### src/core/rxaf_pkg.sv
// Behaviour
// - DA first bit one means multicast
// - Perfect mode passes exact station matches
// - Inverse perfect passes non-matching destinations
// - Hash-only passes hash table hits
// - Inverse hash-only passes hash-only rejects
// - Hash perfect: unicast exact, multicast hash
// - Inverse hash perfect passes hash perfect rejects
// - Promiscuous passes every frame
// - All-frames only: unicast hash, multicast all
// - Unicast exact match, every multicast passes
// - Multicast hash hit, every unicast passes
// - Multicast exact match, every unicast passes
// - Optionally drop frames with own source
`default_nettype none

package rxaf_pkg;

  localparam int AW = 8;
  localparam int DW = 16;
  localparam int HASH_W = 6;
  localparam int DA_BYTES = 6;
  localparam int HDR_BYTES = 12;

  // Register offsets (word index on the plain register port)
  localparam logic [7:0] OFS_FILT = 8'h00;
  localparam logic [7:0] OFS_CTRL2 = 8'h01;
  localparam logic [7:0] OFS_STA_LOW = 8'h02;
  localparam logic [7:0] OFS_STA_MID = 8'h03;
  localparam logic [7:0] OFS_STA_HIGH = 8'h04;
  localparam logic [7:0] OFS_HASH0 = 8'h05;
  localparam logic [7:0] OFS_HASH1 = 8'h06;
  localparam logic [7:0] OFS_HASH2 = 8'h07;
  localparam logic [7:0] OFS_HASH3 = 8'h08;
  localparam logic [7:0] OFS_STATUS = 8'h09;

  // Field positions in receive_filter_control
  localparam int FC_RX_EN = 0;
  localparam int FC_INV = 1;
  localparam int FC_ALL = 4;
  localparam int FC_UC_EN = 5;
  localparam int FC_MC_EN = 6;
  localparam int FC_MC_SEL = 8;
  localparam int FC_PHY_SEL = 11;
  // Field position in receive_control_second
  localparam int C2_SA_DROP = 0;
  // Group bit inside the first destination byte
  localparam int MC_BIT = 0;

  localparam logic [15:0] FILT_RST = 16'h0800;
  localparam logic [15:0] CTRL2_RST = 16'h0000;
  localparam logic [15:0] WORD_ZERO = 16'h0000;

  // Mode codes, ordered {all, inverse, physical, multicast}
  localparam logic [3:0] MODE_PERFECT = 4'h3;
  localparam logic [3:0] MODE_INV_PERFECT = 4'h7;
  localparam logic [3:0] MODE_HASH = 4'h0;
  localparam logic [3:0] MODE_INV_HASH = 4'h4;
  localparam logic [3:0] MODE_HASH_PERF = 4'h2;
  localparam logic [3:0] MODE_INV_HASH_PERF = 4'h6;
  localparam logic [3:0] MODE_PROMISC = 4'hC;
  localparam logic [3:0] MODE_HASH_MC_ALL = 4'h8;
  localparam logic [3:0] MODE_PERF_MC_ALL = 4'hB;
  localparam logic [3:0] MODE_HASH_UC_ALL = 4'hA;
  localparam logic [3:0] MODE_PERF_UC_ALL = 4'h9;

  typedef logic [DW-1:0] rxaf_word_t;

  typedef struct packed {
    logic [7:0] data;
    logic sof;
    logic eof;
  } rxaf_beat_s;

endpackage

`default_nettype wire

### src/core/rxaf_top.sv
// The register addresses and strobed register access were left to the implementer.
`timescale 1ns/1ps
`default_nettype none

module rxaf_top (
  input wire logic clk_sys_in,
  input wire logic rst_b_in,
  input wire logic [rxaf_pkg::AW-1:0] reg_addr_in,
  input wire rxaf_pkg::rxaf_word_t reg_wdata_in,
  input wire logic reg_wr_in,
  input wire logic reg_rd_in,
  output rxaf_pkg::rxaf_word_t reg_rdata_out,
  input wire logic rx_valid_in,
  input wire rxaf_pkg::rxaf_beat_s rx_beat_in,
  input wire logic [rxaf_pkg::HASH_W-1:0] rx_hash_idx_in,
  output logic q_valid_out,
  output rxaf_pkg::rxaf_beat_s q_beat_out,
  output logic frame_pass_out,
  output logic frame_drop_out
);
  import rxaf_pkg::*;

  // Byte k of the station address, k counted over DA then SA
  // Wire order sends the high byte first, bits 47:40
  function automatic logic [7:0] sta_byte(input logic [47:0] sta,
                                          input logic [3:0] k);
    logic [2:0] j;
    logic [47:0] sh;
    j = (k >= 4'(DA_BYTES)) ? 3'(k - 4'(DA_BYTES)) : k[2:0];
    sh = sta >> (6'd40 - {j, 3'b000});
    return sh[7:0];
  endfunction

  // Mode table; unlisted codes reject so a bad setting fails safe
  function automatic logic mode_pass(input logic [3:0] mode,
                                     input logic mc,
                                     input logic pm,
                                     input logic hh);
    logic ok;
    ok = 1'b0;
    case (mode)
      MODE_PERFECT: ok = pm;
      MODE_INV_PERFECT: ok = !pm;
      MODE_HASH: ok = hh;
      MODE_INV_HASH: ok = !hh;
      MODE_HASH_PERF: ok = mc ? hh : pm;
      MODE_INV_HASH_PERF: ok = !(mc ? hh : pm);
      MODE_PROMISC: ok = 1'b1;
      MODE_HASH_MC_ALL: ok = mc ? 1'b1 : hh;
      MODE_PERF_MC_ALL: ok = mc ? 1'b1 : pm;
      MODE_HASH_UC_ALL: ok = mc ? hh : 1'b1;
      MODE_PERF_UC_ALL: ok = mc ? pm : 1'b1;
      default: ok = 1'b0;
    endcase
    return ok;
  endfunction

  // Register file state
  rxaf_word_t filt_r, filt_nxt;
  rxaf_word_t ctrl2_r, ctrl2_nxt;
  logic [47:0] sta_r, sta_nxt;
  logic [63:0] hash_r, hash_nxt;
  rxaf_word_t rdata_r, rdata_nxt;
  // Status counters wrap at eight bits, software clears them
  logic [7:0] acc_cnt_r, acc_cnt_nxt;
  logic [7:0] rej_cnt_r, rej_cnt_nxt;

  // Frame header tracking state
  logic [3:0] cnt_r, cnt_nxt;
  // Match flags build up byte by byte against the station
  logic da_pm_r, da_pm_nxt;
  logic sa_pm_r, sa_pm_nxt;
  logic mc_r, mc_nxt;
  logic hdr_done_r, hdr_done_nxt;
  logic pass_r, pass_nxt;
  logic drain_r, drain_nxt;
  logic dec_pass, dec_drop;

  // Delay line holding the header until the verdict is known
  // Twelve deep so the verdict is ready before byte 0 leaves
  rxaf_beat_s line_r [HDR_BYTES];
  rxaf_beat_s line_nxt [HDR_BYTES];
  logic [HDR_BYTES-1:0] lv_r, lv_nxt;
  logic q_valid_nxt;
  rxaf_beat_s q_beat_nxt;
  // Verdict pulses go through flops before the pins
  logic fp_r, fd_r;

  // Header parse and verdict
  always_comb begin
    logic [3:0] idx;
    logic bm;
    logic hh;
    logic en;
    logic ok;
    idx = 4'h0;
    bm = 1'b0;
    hh = 1'b0;
    en = 1'b0;
    ok = 1'b0;
    cnt_nxt = cnt_r;
    da_pm_nxt = da_pm_r;
    sa_pm_nxt = sa_pm_r;
    mc_nxt = mc_r;
    hdr_done_nxt = hdr_done_r;
    pass_nxt = pass_r;
    drain_nxt = drain_r;
    dec_pass = 1'b0;
    dec_drop = 1'b0;
    if (rx_valid_in) begin
      idx = rx_beat_in.sof ? 4'h0 : cnt_r;
      bm = (rx_beat_in.data == sta_byte(sta_r, idx));
      if (idx == 4'h0) begin
        da_pm_nxt = bm;
        mc_nxt = rx_beat_in.data[MC_BIT];
        hdr_done_nxt = 1'b0;
        drain_nxt = 1'b0;
      end else if (idx < 4'(DA_BYTES)) begin
        da_pm_nxt = da_pm_r & bm;
      end
      // Flags freeze after the header so payload cannot disturb them
      if (idx == 4'(DA_BYTES)) begin
        sa_pm_nxt = bm;
      end else if (idx > 4'(DA_BYTES) && idx < 4'(HDR_BYTES)) begin
        sa_pm_nxt = sa_pm_r & bm;
      end
      if (idx < 4'(HDR_BYTES)) begin
        cnt_nxt = idx + 4'h1;
      end
      if (idx == 4'(HDR_BYTES - 1) && !hdr_done_r) begin
        // Bucket index is only promised on the last source byte
        hh = hash_r[rx_hash_idx_in];
        // Enables must be set by software or nothing passes
        en = filt_r[FC_RX_EN] &
             (mc_nxt ? filt_r[FC_MC_EN] : filt_r[FC_UC_EN]);
        ok = en & mode_pass({filt_r[FC_ALL], filt_r[FC_INV],
                             filt_r[FC_PHY_SEL], filt_r[FC_MC_SEL]},
                            mc_nxt, da_pm_nxt, hh);
        if (ctrl2_r[C2_SA_DROP] && sa_pm_nxt) begin
          ok = 1'b0;
        end
        pass_nxt = ok;
        hdr_done_nxt = 1'b1;
        dec_pass = ok;
        dec_drop = !ok;
      end
      // End of frame rewinds the count and starts the drain
      if (rx_beat_in.eof) begin
        cnt_nxt = 4'h0;
        drain_nxt = 1'b1;
        // Runt shorter than the header can never be judged
        if (!hdr_done_nxt) begin
          pass_nxt = 1'b0;
          dec_drop = 1'b1;
        end
      end
    end else if (drain_r && lv_r == '0) begin
      drain_nxt = 1'b0;
    end
  end

  // Delay line shifts on each beat, and freely only after end of frame
  always_comb begin
    logic shift;
    shift = rx_valid_in | (drain_r & (|lv_r));
    lv_nxt = lv_r;
    for (int i = 0; i < HDR_BYTES; i++) begin
      line_nxt[i] = line_r[i];
    end
    // Queue strobe is a one-cycle pulse per byte
    q_valid_nxt = 1'b0;
    q_beat_nxt = q_beat_out;
    if (shift) begin
      // Oldest byte leaves under the verdict of its own frame
      q_valid_nxt = lv_r[HDR_BYTES-1] & pass_r;
      if (lv_r[HDR_BYTES-1]) begin
        q_beat_nxt = line_r[HDR_BYTES-1];
      end
      for (int i = HDR_BYTES - 1; i > 0; i--) begin
        line_nxt[i] = line_r[i-1];
      end
      line_nxt[0] = rx_beat_in;
      lv_nxt = {lv_r[HDR_BYTES-2:0], rx_valid_in};
    end
  end

  // Register writes, read mux and verdict counters
  always_comb begin
    filt_nxt = filt_r;
    ctrl2_nxt = ctrl2_r;
    sta_nxt = sta_r;
    hash_nxt = hash_r;
    acc_cnt_nxt = acc_cnt_r + 8'(dec_pass);
    rej_cnt_nxt = rej_cnt_r + 8'(dec_drop);
    rdata_nxt = WORD_ZERO;
    // Unmapped writes fall through and change nothing
    if (reg_wr_in) begin
      case (reg_addr_in)
        OFS_FILT: filt_nxt = reg_wdata_in;
        OFS_CTRL2: ctrl2_nxt = reg_wdata_in;
        OFS_STA_LOW: sta_nxt[15:0] = reg_wdata_in;
        OFS_STA_MID: sta_nxt[31:16] = reg_wdata_in;
        OFS_STA_HIGH: sta_nxt[47:32] = reg_wdata_in;
        OFS_HASH0: hash_nxt[15:0] = reg_wdata_in;
        OFS_HASH1: hash_nxt[31:16] = reg_wdata_in;
        OFS_HASH2: hash_nxt[47:32] = reg_wdata_in;
        OFS_HASH3: hash_nxt[63:48] = reg_wdata_in;
        OFS_STATUS: begin
          // Clear still counts a verdict in the same cycle
          acc_cnt_nxt = 8'(dec_pass);
          rej_cnt_nxt = 8'(dec_drop);
        end
        default: ;
      endcase
    end
    // Read data stand one cycle, an idle port reads zero
    if (reg_rd_in) begin
      case (reg_addr_in)
        OFS_FILT: rdata_nxt = filt_r;
        OFS_CTRL2: rdata_nxt = ctrl2_r;
        OFS_STA_LOW: rdata_nxt = sta_r[15:0];
        OFS_STA_MID: rdata_nxt = sta_r[31:16];
        OFS_STA_HIGH: rdata_nxt = sta_r[47:32];
        OFS_HASH0: rdata_nxt = hash_r[15:0];
        OFS_HASH1: rdata_nxt = hash_r[31:16];
        OFS_HASH2: rdata_nxt = hash_r[47:32];
        OFS_HASH3: rdata_nxt = hash_r[63:48];
        OFS_STATUS: rdata_nxt = {rej_cnt_r, acc_cnt_r};
        default: rdata_nxt = WORD_ZERO;
      endcase
    end
  end

  // Register file and status counters
  always_ff @(posedge clk_sys_in or negedge rst_b_in) begin
    if (!rst_b_in) begin
      filt_r <= FILT_RST;
      ctrl2_r <= CTRL2_RST;
      sta_r <= '0;
      hash_r <= '0;
      rdata_r <= WORD_ZERO;
      acc_cnt_r <= 8'h00;
      rej_cnt_r <= 8'h00;
    end else begin
      filt_r <= filt_nxt;
      ctrl2_r <= ctrl2_nxt;
      sta_r <= sta_nxt;
      hash_r <= hash_nxt;
      rdata_r <= rdata_nxt;
      acc_cnt_r <= acc_cnt_nxt;
      rej_cnt_r <= rej_cnt_nxt;
    end
  end

  // Header tracking flags and verdict pulses
  always_ff @(posedge clk_sys_in or negedge rst_b_in) begin
    if (!rst_b_in) begin
      cnt_r <= 4'h0;
      da_pm_r <= 1'b0;
      sa_pm_r <= 1'b0;
      mc_r <= 1'b0;
      hdr_done_r <= 1'b0;
      pass_r <= 1'b0;
      drain_r <= 1'b0;
      fp_r <= 1'b0;
      fd_r <= 1'b0;
    end else begin
      cnt_r <= cnt_nxt;
      da_pm_r <= da_pm_nxt;
      sa_pm_r <= sa_pm_nxt;
      mc_r <= mc_nxt;
      hdr_done_r <= hdr_done_nxt;
      pass_r <= pass_nxt;
      drain_r <= drain_nxt;
      fp_r <= dec_pass;
      fd_r <= dec_drop;
    end
  end

  // Delay line and queue outputs
  always_ff @(posedge clk_sys_in or negedge rst_b_in) begin
    if (!rst_b_in) begin
      lv_r <= '0;
      for (int i = 0; i < HDR_BYTES; i++) begin
        line_r[i] <= '0;
      end
      q_valid_out <= 1'b0;
      q_beat_out <= '0;
    end else begin
      lv_r <= lv_nxt;
      for (int i = 0; i < HDR_BYTES; i++) begin
        line_r[i] <= line_nxt[i];
      end
      q_valid_out <= q_valid_nxt;
      q_beat_out <= q_beat_nxt;
    end
  end

  // Outputs straight from flops
  assign reg_rdata_out = rdata_r;
  assign frame_pass_out = fp_r;
  assign frame_drop_out = fd_r;

endmodule

`default_nettype wire

### config.mk
export PLATFORM = sky130hd
export DESIGN_NAME = rxaf_top
export DESIGN_NICKNAME = d
export VERILOG_FILES = /design/src/core/rxaf_pkg.sv /design/src/core/rxaf_top.sv
export SDC_FILE = /design/constraint.sdc
export NUM_CORES = 1
export LEC_CHECK = 0
export BUFFER_PORTS_ARGS = -buffer_cell sky130_fd_sc_hd__buf_2
export CAP_MARGIN = 0
export CORE_MARGIN = 4
export CORE_UTILIZATION = 50
export DETAILED_ROUTE_END_ITERATION = 10
export GPL_TIMING_DRIVEN = 0
export PLACE_DENSITY_LB_ADDON = 0.2
export SLEW_MARGIN = 20
export SYNTH_ARGS = -nofsm -noshare
export SYNTH_HDL_FRONTEND = slang
export SYNTH_SLANG_ARGS = --single-unit
### constraint.sdc
create_clock -name clk_sys_in -period 4.6 [get_ports clk_sys_in]
set_input_delay 0.92 -clock clk_sys_in [delete_from_list [all_inputs] [get_ports clk_sys_in]]
set_output_delay 0.92 -clock clk_sys_in [all_outputs]
set_load 0.1 [all_outputs]
## Word level (Yosys, flattened, before mapping)

Cells that the tools add are included.

- Register bits after elaboration: 331
- Input port bits: 45
- Output and inout bits: 29

- Add/sub/neg operators: 5
- Magnitude comparators: 5
- Eq/ne operators: 23
- Shift operators: 1
- Muxes and demuxes: 49
- Bitwise logic cells: 7
- Reduce and logical (&&, ||, !) cells: 28

Operators with widths:

| operator | number |
|---|---|
| $pmux 16 s10 | 1 |
| $shr 48x6->8 | 1 |
| $mux 1 | 37 |
| $eq 8x3->1 const B | 4 |
| $mux 8 | 4 |
| $eq 4x4->1 const B | 6 |
| $reduce_and 2->1 | 12 |
| $add 8x1->8 | 2 |
| $eq 4x3->1 const B | 4 |
| $eq 8x2->1 const B | 2 |
| $eq 8x4->1 const B | 2 |
| $mux 16 | 1 |
| $logic_not 12->1 | 1 |
| $mux 4 | 3 |
| $reduce_or 12->1 | 1 |
| $pmux 1 s11 | 1 |
| $eq 4x2->1 const B | 2 |
| $eq 8x1->1 const B | 1 |
| $eq 8x8->1 | 1 |
| $logic_not 4->1 | 2 |
| $logic_not 8->1 | 1 |
| $lt 6x7->1 const B | 1 |
| $and 1x1->1 | 6 |
| $bmux 1 s6 | 1 |
| 13 further kinds | 21 |

## Logic depth before layout (Yosys ltp)

- Depth in word-level cells: 27
- Depth in mapped cells: 18
- Depth with buffers taken out: 17

## Worst setup path after synthesis

Ideal clock, no wire load.

- Path type: input -> register
- Start: input rx_hash_idx_in[0] (netlist name)
- End: register acc_cnt_r[6]
- Library setup time: 132 ps
- Arrival time: 3938 ps
- Data required time: 4468 ps
- Setup slack: 530 ps
- Stages on the path: 15
- Cells stage by stage: buf_2 -> buf_2 -> mux4_2 -> o211a_1 -> nor4_1 -> a221oi_1 -> o311ai_1 -> mux2i_1 -> a31oi_4 -> and2_1 -> ha_1 -> ha_1 -> nand3_1 -> xor2_1 -> nor2_1

- Word-level cells in the longest chain between the ends: 16
- Elaborated cells on any way between the ends: 19
- Those cells by class: 1 x add/sub; 15 x mux; 1 x bitwise; 2 x reduce/logical

RTL lines:

| item | RTL line | source |
|---|---|---|
| start: declaration | rxaf_top.sv:15 | `input wire logic [rxaf_pkg::HASH_W-1:0] rx_hash_idx_in,` |
| $bmux 1 s6 (*) | rxaf_top.sv:132 | `hh = hash_r[rx_hash_idx_in];` |
| $mux 1 (not written as such) (*) | rxaf_top.sv:132 |  |
| $mux 1 | rxaf_top.sv:46, rxaf_top.sv:47 |  |
| $logic_not 1->1 | rxaf_top.sv:47 | `MODE_INV_HASH_PERF: ok = !(mc ? hh : pm);` |
| $pmux 1 s11 (*) | rxaf_top.sv:41 | `case (mode)` |
| $mux 1 (*) | rxaf_top.sv:130 | `if (idx == 4'(HDR_BYTES - 1) && !hdr_done_r) begin` |
| $mux 1 (*) | rxaf_top.sv:110 | `if (rx_valid_in) begin` |
| $and 1x1->1 (*) | rxaf_top.sv:136 | `ok = en & mode_pass({filt_r[FC_ALL], filt_r[FC_INV],` |
| [... 2 more ...] | -- |  |
| $mux 1 (*) | rxaf_top.sv:110 |  |
| $mux 1 (*) | rxaf_top.sv:130 |  |
| $mux 1 (*) | rxaf_top.sv:110 |  |
| via dec_pass | rxaf_top.sv:77 | `logic dec_pass, dec_drop;` |
| $add 8x1->8 (*) | rxaf_top.sv:193 | `acc_cnt_nxt = acc_cnt_r + 8'(dec_pass);` |
| $mux 8 | rxaf_top.sv:198 | `case (reg_addr_in)` |
| $mux 8 (*) | rxaf_top.sv:197 | `if (reg_wr_in) begin` |
| via acc_cnt_nxt[6] | rxaf_top.sv:65 | `logic [7:0] acc_cnt_r, acc_cnt_nxt;` |
| end signal: assignment | rxaf_top.sv:250 | `acc_cnt_r <= acc_cnt_nxt;` |
| end: declaration | rxaf_top.sv:65 |  |

The timed path passes the listed nets; every way through them passes the cells marked *. The select of a mux whose other input is x is not followed.
A chain may end at the register's enable or synchronous reset.

## Worst setup path after layout

Same ends and word-level chain as after synthesis.

==> results.cfg <==
[run_status]
outcome = completed

[sta]
fin_crit_sh_pct = 95.1
tns_ps = 0
slew_viol_final = 0
finalCriticalPeriod_ps = 4380
fmax_mhz = 229
finalSetupViolCount = 0
grt_setup_unrepaired = no
hold_violations = 0
skew_ps = 13.0
slew_headroom_pct = 36.0
tightest_slew_ps = 953

[setup_path]
cp.arrival_ps = 4760
start_kind = input pin
path_buf_inv = 2
cp_top_family = multiplexers
critPathCaptureType = flop
path_class = in2reg
rrSetupSlack_ps = 320
crit_slowest_cell = mux4_2
cp.depth = 16
reg2reg_depth = 17
required_ps = 4990
path_cells = buf_2 -> buf_2 -> mux4_2 -> mux2i_1 -> nor2_1 -> nor4_2 -> a221oi_1 -> o311ai_1 -> mux2i_1 -> a31oi_4 -> and2_1 -> ha_1 -> ha_1 -> nand3_1 -> xor2_1 -> nor2_1
slowest_delay_ps = 540
critPathMaxFanout = 10

[floorplanning]
initial_core_util_pct = 51.0
die_h_um = 180
die_x_um = 180
fp-row-count = 62
dieArea_um2 = 32300
io_pins = 74
core_area_um2 = 28900

[global_route]
grt_max_degree = 94
overflow = 0
grt_pass1_vias = 9782
grtUsageTotal_pct = 21.5
grt_pass1_wl_mm = 55.8
antenna_found_initial = 2

[routing]
post-route-drc-count = 0
route.vias.total = 9589
dr.pass1.iters = 8
drt-total-wl_mm = 35.1
ant_nets = 0
wl_per_cell_um = 21.9
vias_per_cell = 5.98
drt_iter0_drc = 831

[cts]
post_cts_buffers = 0
clockRootBuffer = clkbuf_16
cts-hold-fix-buffers = 0
numClockSinks = 331
clock_latency_ps = 520
htree_num_levels = 2
cts_buffers = 36
cts_buffer_depth = 3
cts_tree = done
clkSlewWorstSetupHoldPaths_ps = 60

[power_and_ir_drop]
p_per_area_nw_per_um2 = 463
cellLeakagePower_uw = 0.00758
worst_ir_drop_vdd_v = 0.000341

[place]
port_buffers = 69
place_area_um2 = 15700
hpwlAfterDp_mm = 25.3
dp.cells = 1543
routabilityCongestion = 0.898

[synthesis]
synth_cell_types = 66
ys_ff_latch = 331
synth_edf_count = 0
yosysSeqAreaShare_pct = 56.1
avgSynthCellArea_um2 = 13.6
synthesis.area_um2 = 14800
yosys_warnings = 0
synth-main-ff-cell = dfrtp_1
async_flop_share_pct = 100
synth_nets = 1137
synth_cells = 1087

[layout]
diodes = 0
syn_to_final_growth_pct = 14.1
finish.instance_area_um2 = 16800
nets = 1247
drive_above_1_share_pct = 36.9
fin_cells = 1604

[worst_hold_path]
hp-class = in2async

[job]
max_cap_violations = 0
## sequential cells by signal, indices dropped and copies added (netlist names)
register,flops
pass_r,1
drain_r,1
q_valid_out,1
cnt_r,4
sta_r,48
da_pm_r,1
frame_pass_out,1
acc_cnt_r,8
rej_cnt_r,8
ctrl2_r,16
lv_r,12
frame_drop_out,1
hash_r,64
sa_pm_r,1
mc_r,1
line_r,120
reg_rdata_out,16
q_beat_out,10
filt_r,16
hdr_done_r,1
## logic make-up (layout without fill, tap and decap cells)
| logic type | count (synthesis) | count (layout) | synth area share, % |
|---|---|---|---|
| AOI/OAI and AO/OA | 144 | 144 | 7.84 |
| xor gates and xnor gates | 21 | 21 | 1.25 |
| adders and majority gates | 5 | 5 | 0.424 |
| buffers and inverters | 69 | 202 | 1.95 |
| DFF | 331 | 331 | 56.1 |
| muxes | 338 | 338 | 26.5 |
| and+or+nand+nor | 179 | 179 | 5.92 |
## Yosys cell counts (3+ instances only)
| library cell | instances | share of area (%) |
|---|---|---|
| inv_1 | 9 | 0.23 |
| xor2_1 | 9 | 0.53 |
| nor3b_1 | 4 | 0.20 |
| nor4_1 | 8 | 0.34 |
| and3_1 | 5 | 0.21 |
| mux4_2 | 13 | 2.0 |
| a31oi_1 | 4 | 0.17 |
| mux2i_1 | 34 | 2.3 |
| ha_1 | 5 | 0.42 |
| nand2_1 | 51 | 1.3 |
| nor3_1 | 12 | 0.41 |
| o21ai_0 | 10 | 0.34 |
| dfrtp_1 | 330 | 56 |
| a21oi_1 | 23 | 0.78 |
| a22oi_1 | 17 | 0.86 |
| a311oi_1 | 3 | 0.18 |
| nand3_1 | 17 | 0.58 |
| or3_1 | 5 | 0.21 |
| o21a_1 | 4 | 0.20 |
| a221oi_1 | 17 | 1.0 |
| buf_2 | 5 | 0.17 |
| clkbuf_1 | 50 | 1.3 |
| o211a_1 | 3 | 0.20 |
| nor2b_1 | 7 | 0.30 |
| and2_1 | 5 | 0.21 |
| nand2b_1 | 7 | 0.30 |
| a222oi_1 | 32 | 2.2 |
| buf_6 | 3 | 0.23 |
| xnor2_1 | 12 | 0.71 |
| nor2_1 | 46 | 1.2 |
| mux2_2 | 289 | 22 |
## final timing paths
check                                       start                         to
setup / recovery                rx_hash_idx_in[0]     acc_cnt_r[6]$_DFF_PN0_
hold / removal                           rst_b_in  q_beat_out[7]$_DFFE_PN0P_
setup reg to reg             cnt_r[0]$_DFFE_PN0P_     acc_cnt_r[6]$_DFF_PN0_
hold reg to reg            line_r[71]$_DFFE_PN0P_     line_r[61]$_DFFE_PN0P_
max in group asynchronous                rst_b_in     hash_r[44]$_DFFE_PN0P_
min in group clk_sys_in    line_r[71]$_DFFE_PN0P_     line_r[61]$_DFFE_PN0P_
## layout make-up
type,count,area (um^2)
timing repair buffer,72,438
clock buffer,55,1070
sequential,331,8280
buffer,59,254
tap,384,480
multi-input combinational,687,6230
inverter,10,37.5
clock inverter,6,42.5
fill,2374,12100
## cell usage in the layout, fill, tap and decap left out, drive strengths merged, types with 25 or more instances in the layout
| cell type | count |
|---|---|
| clkbuf | 106 |
| mux2 | 291 |
| a222oi | 32 |
| nor2 | 46 |
| mux2i | 34 |
| nand2 | 51 |
| buf | 80 |
| dfrtp | 330 |
| a21oi | 25 |
## layer usage
metal	track usage, %	share of wire, %	up-vias
met5	0	0.063	-
met4	8.63	4.0	4
met3	3.78	5.7	96
met2	35.8	49	302
met1	28.3	41	4880
li1	-	-	4307
## power breakdown
group | internal, uW | total [uW] | switching, uW
combinational | 572 | 1320 | 745
clock | 1610 | 2730 | 1130
sequential | 3450 | 3740 | 294
total | 5630 | 7790 | 2170
## what timing repair did
| action | 4_1_cts | 5_1_grt |
|---|---|---|
| hold endpoints to repair | 0 | 0 |
| pin swaps | 0 | 1 |
| setup endpoints to repair | 7 | 7 |
| gates resized for setup | 1 | 6 |
## per-stage QoR
stage	total power, uW	setup slack, ps	hold WS [ps]	utilization (%)
CTS	7890	130	368	58.1
detailed placement	5130	-599	488	54.2
global placement	5050	-3670	480	53.9
global route	8170	2.77	396	58.2
floorplan	4740	530	460	-
finish	7790	225	358	58.2
No activity file was read; power rests on OpenSTA's default activity.
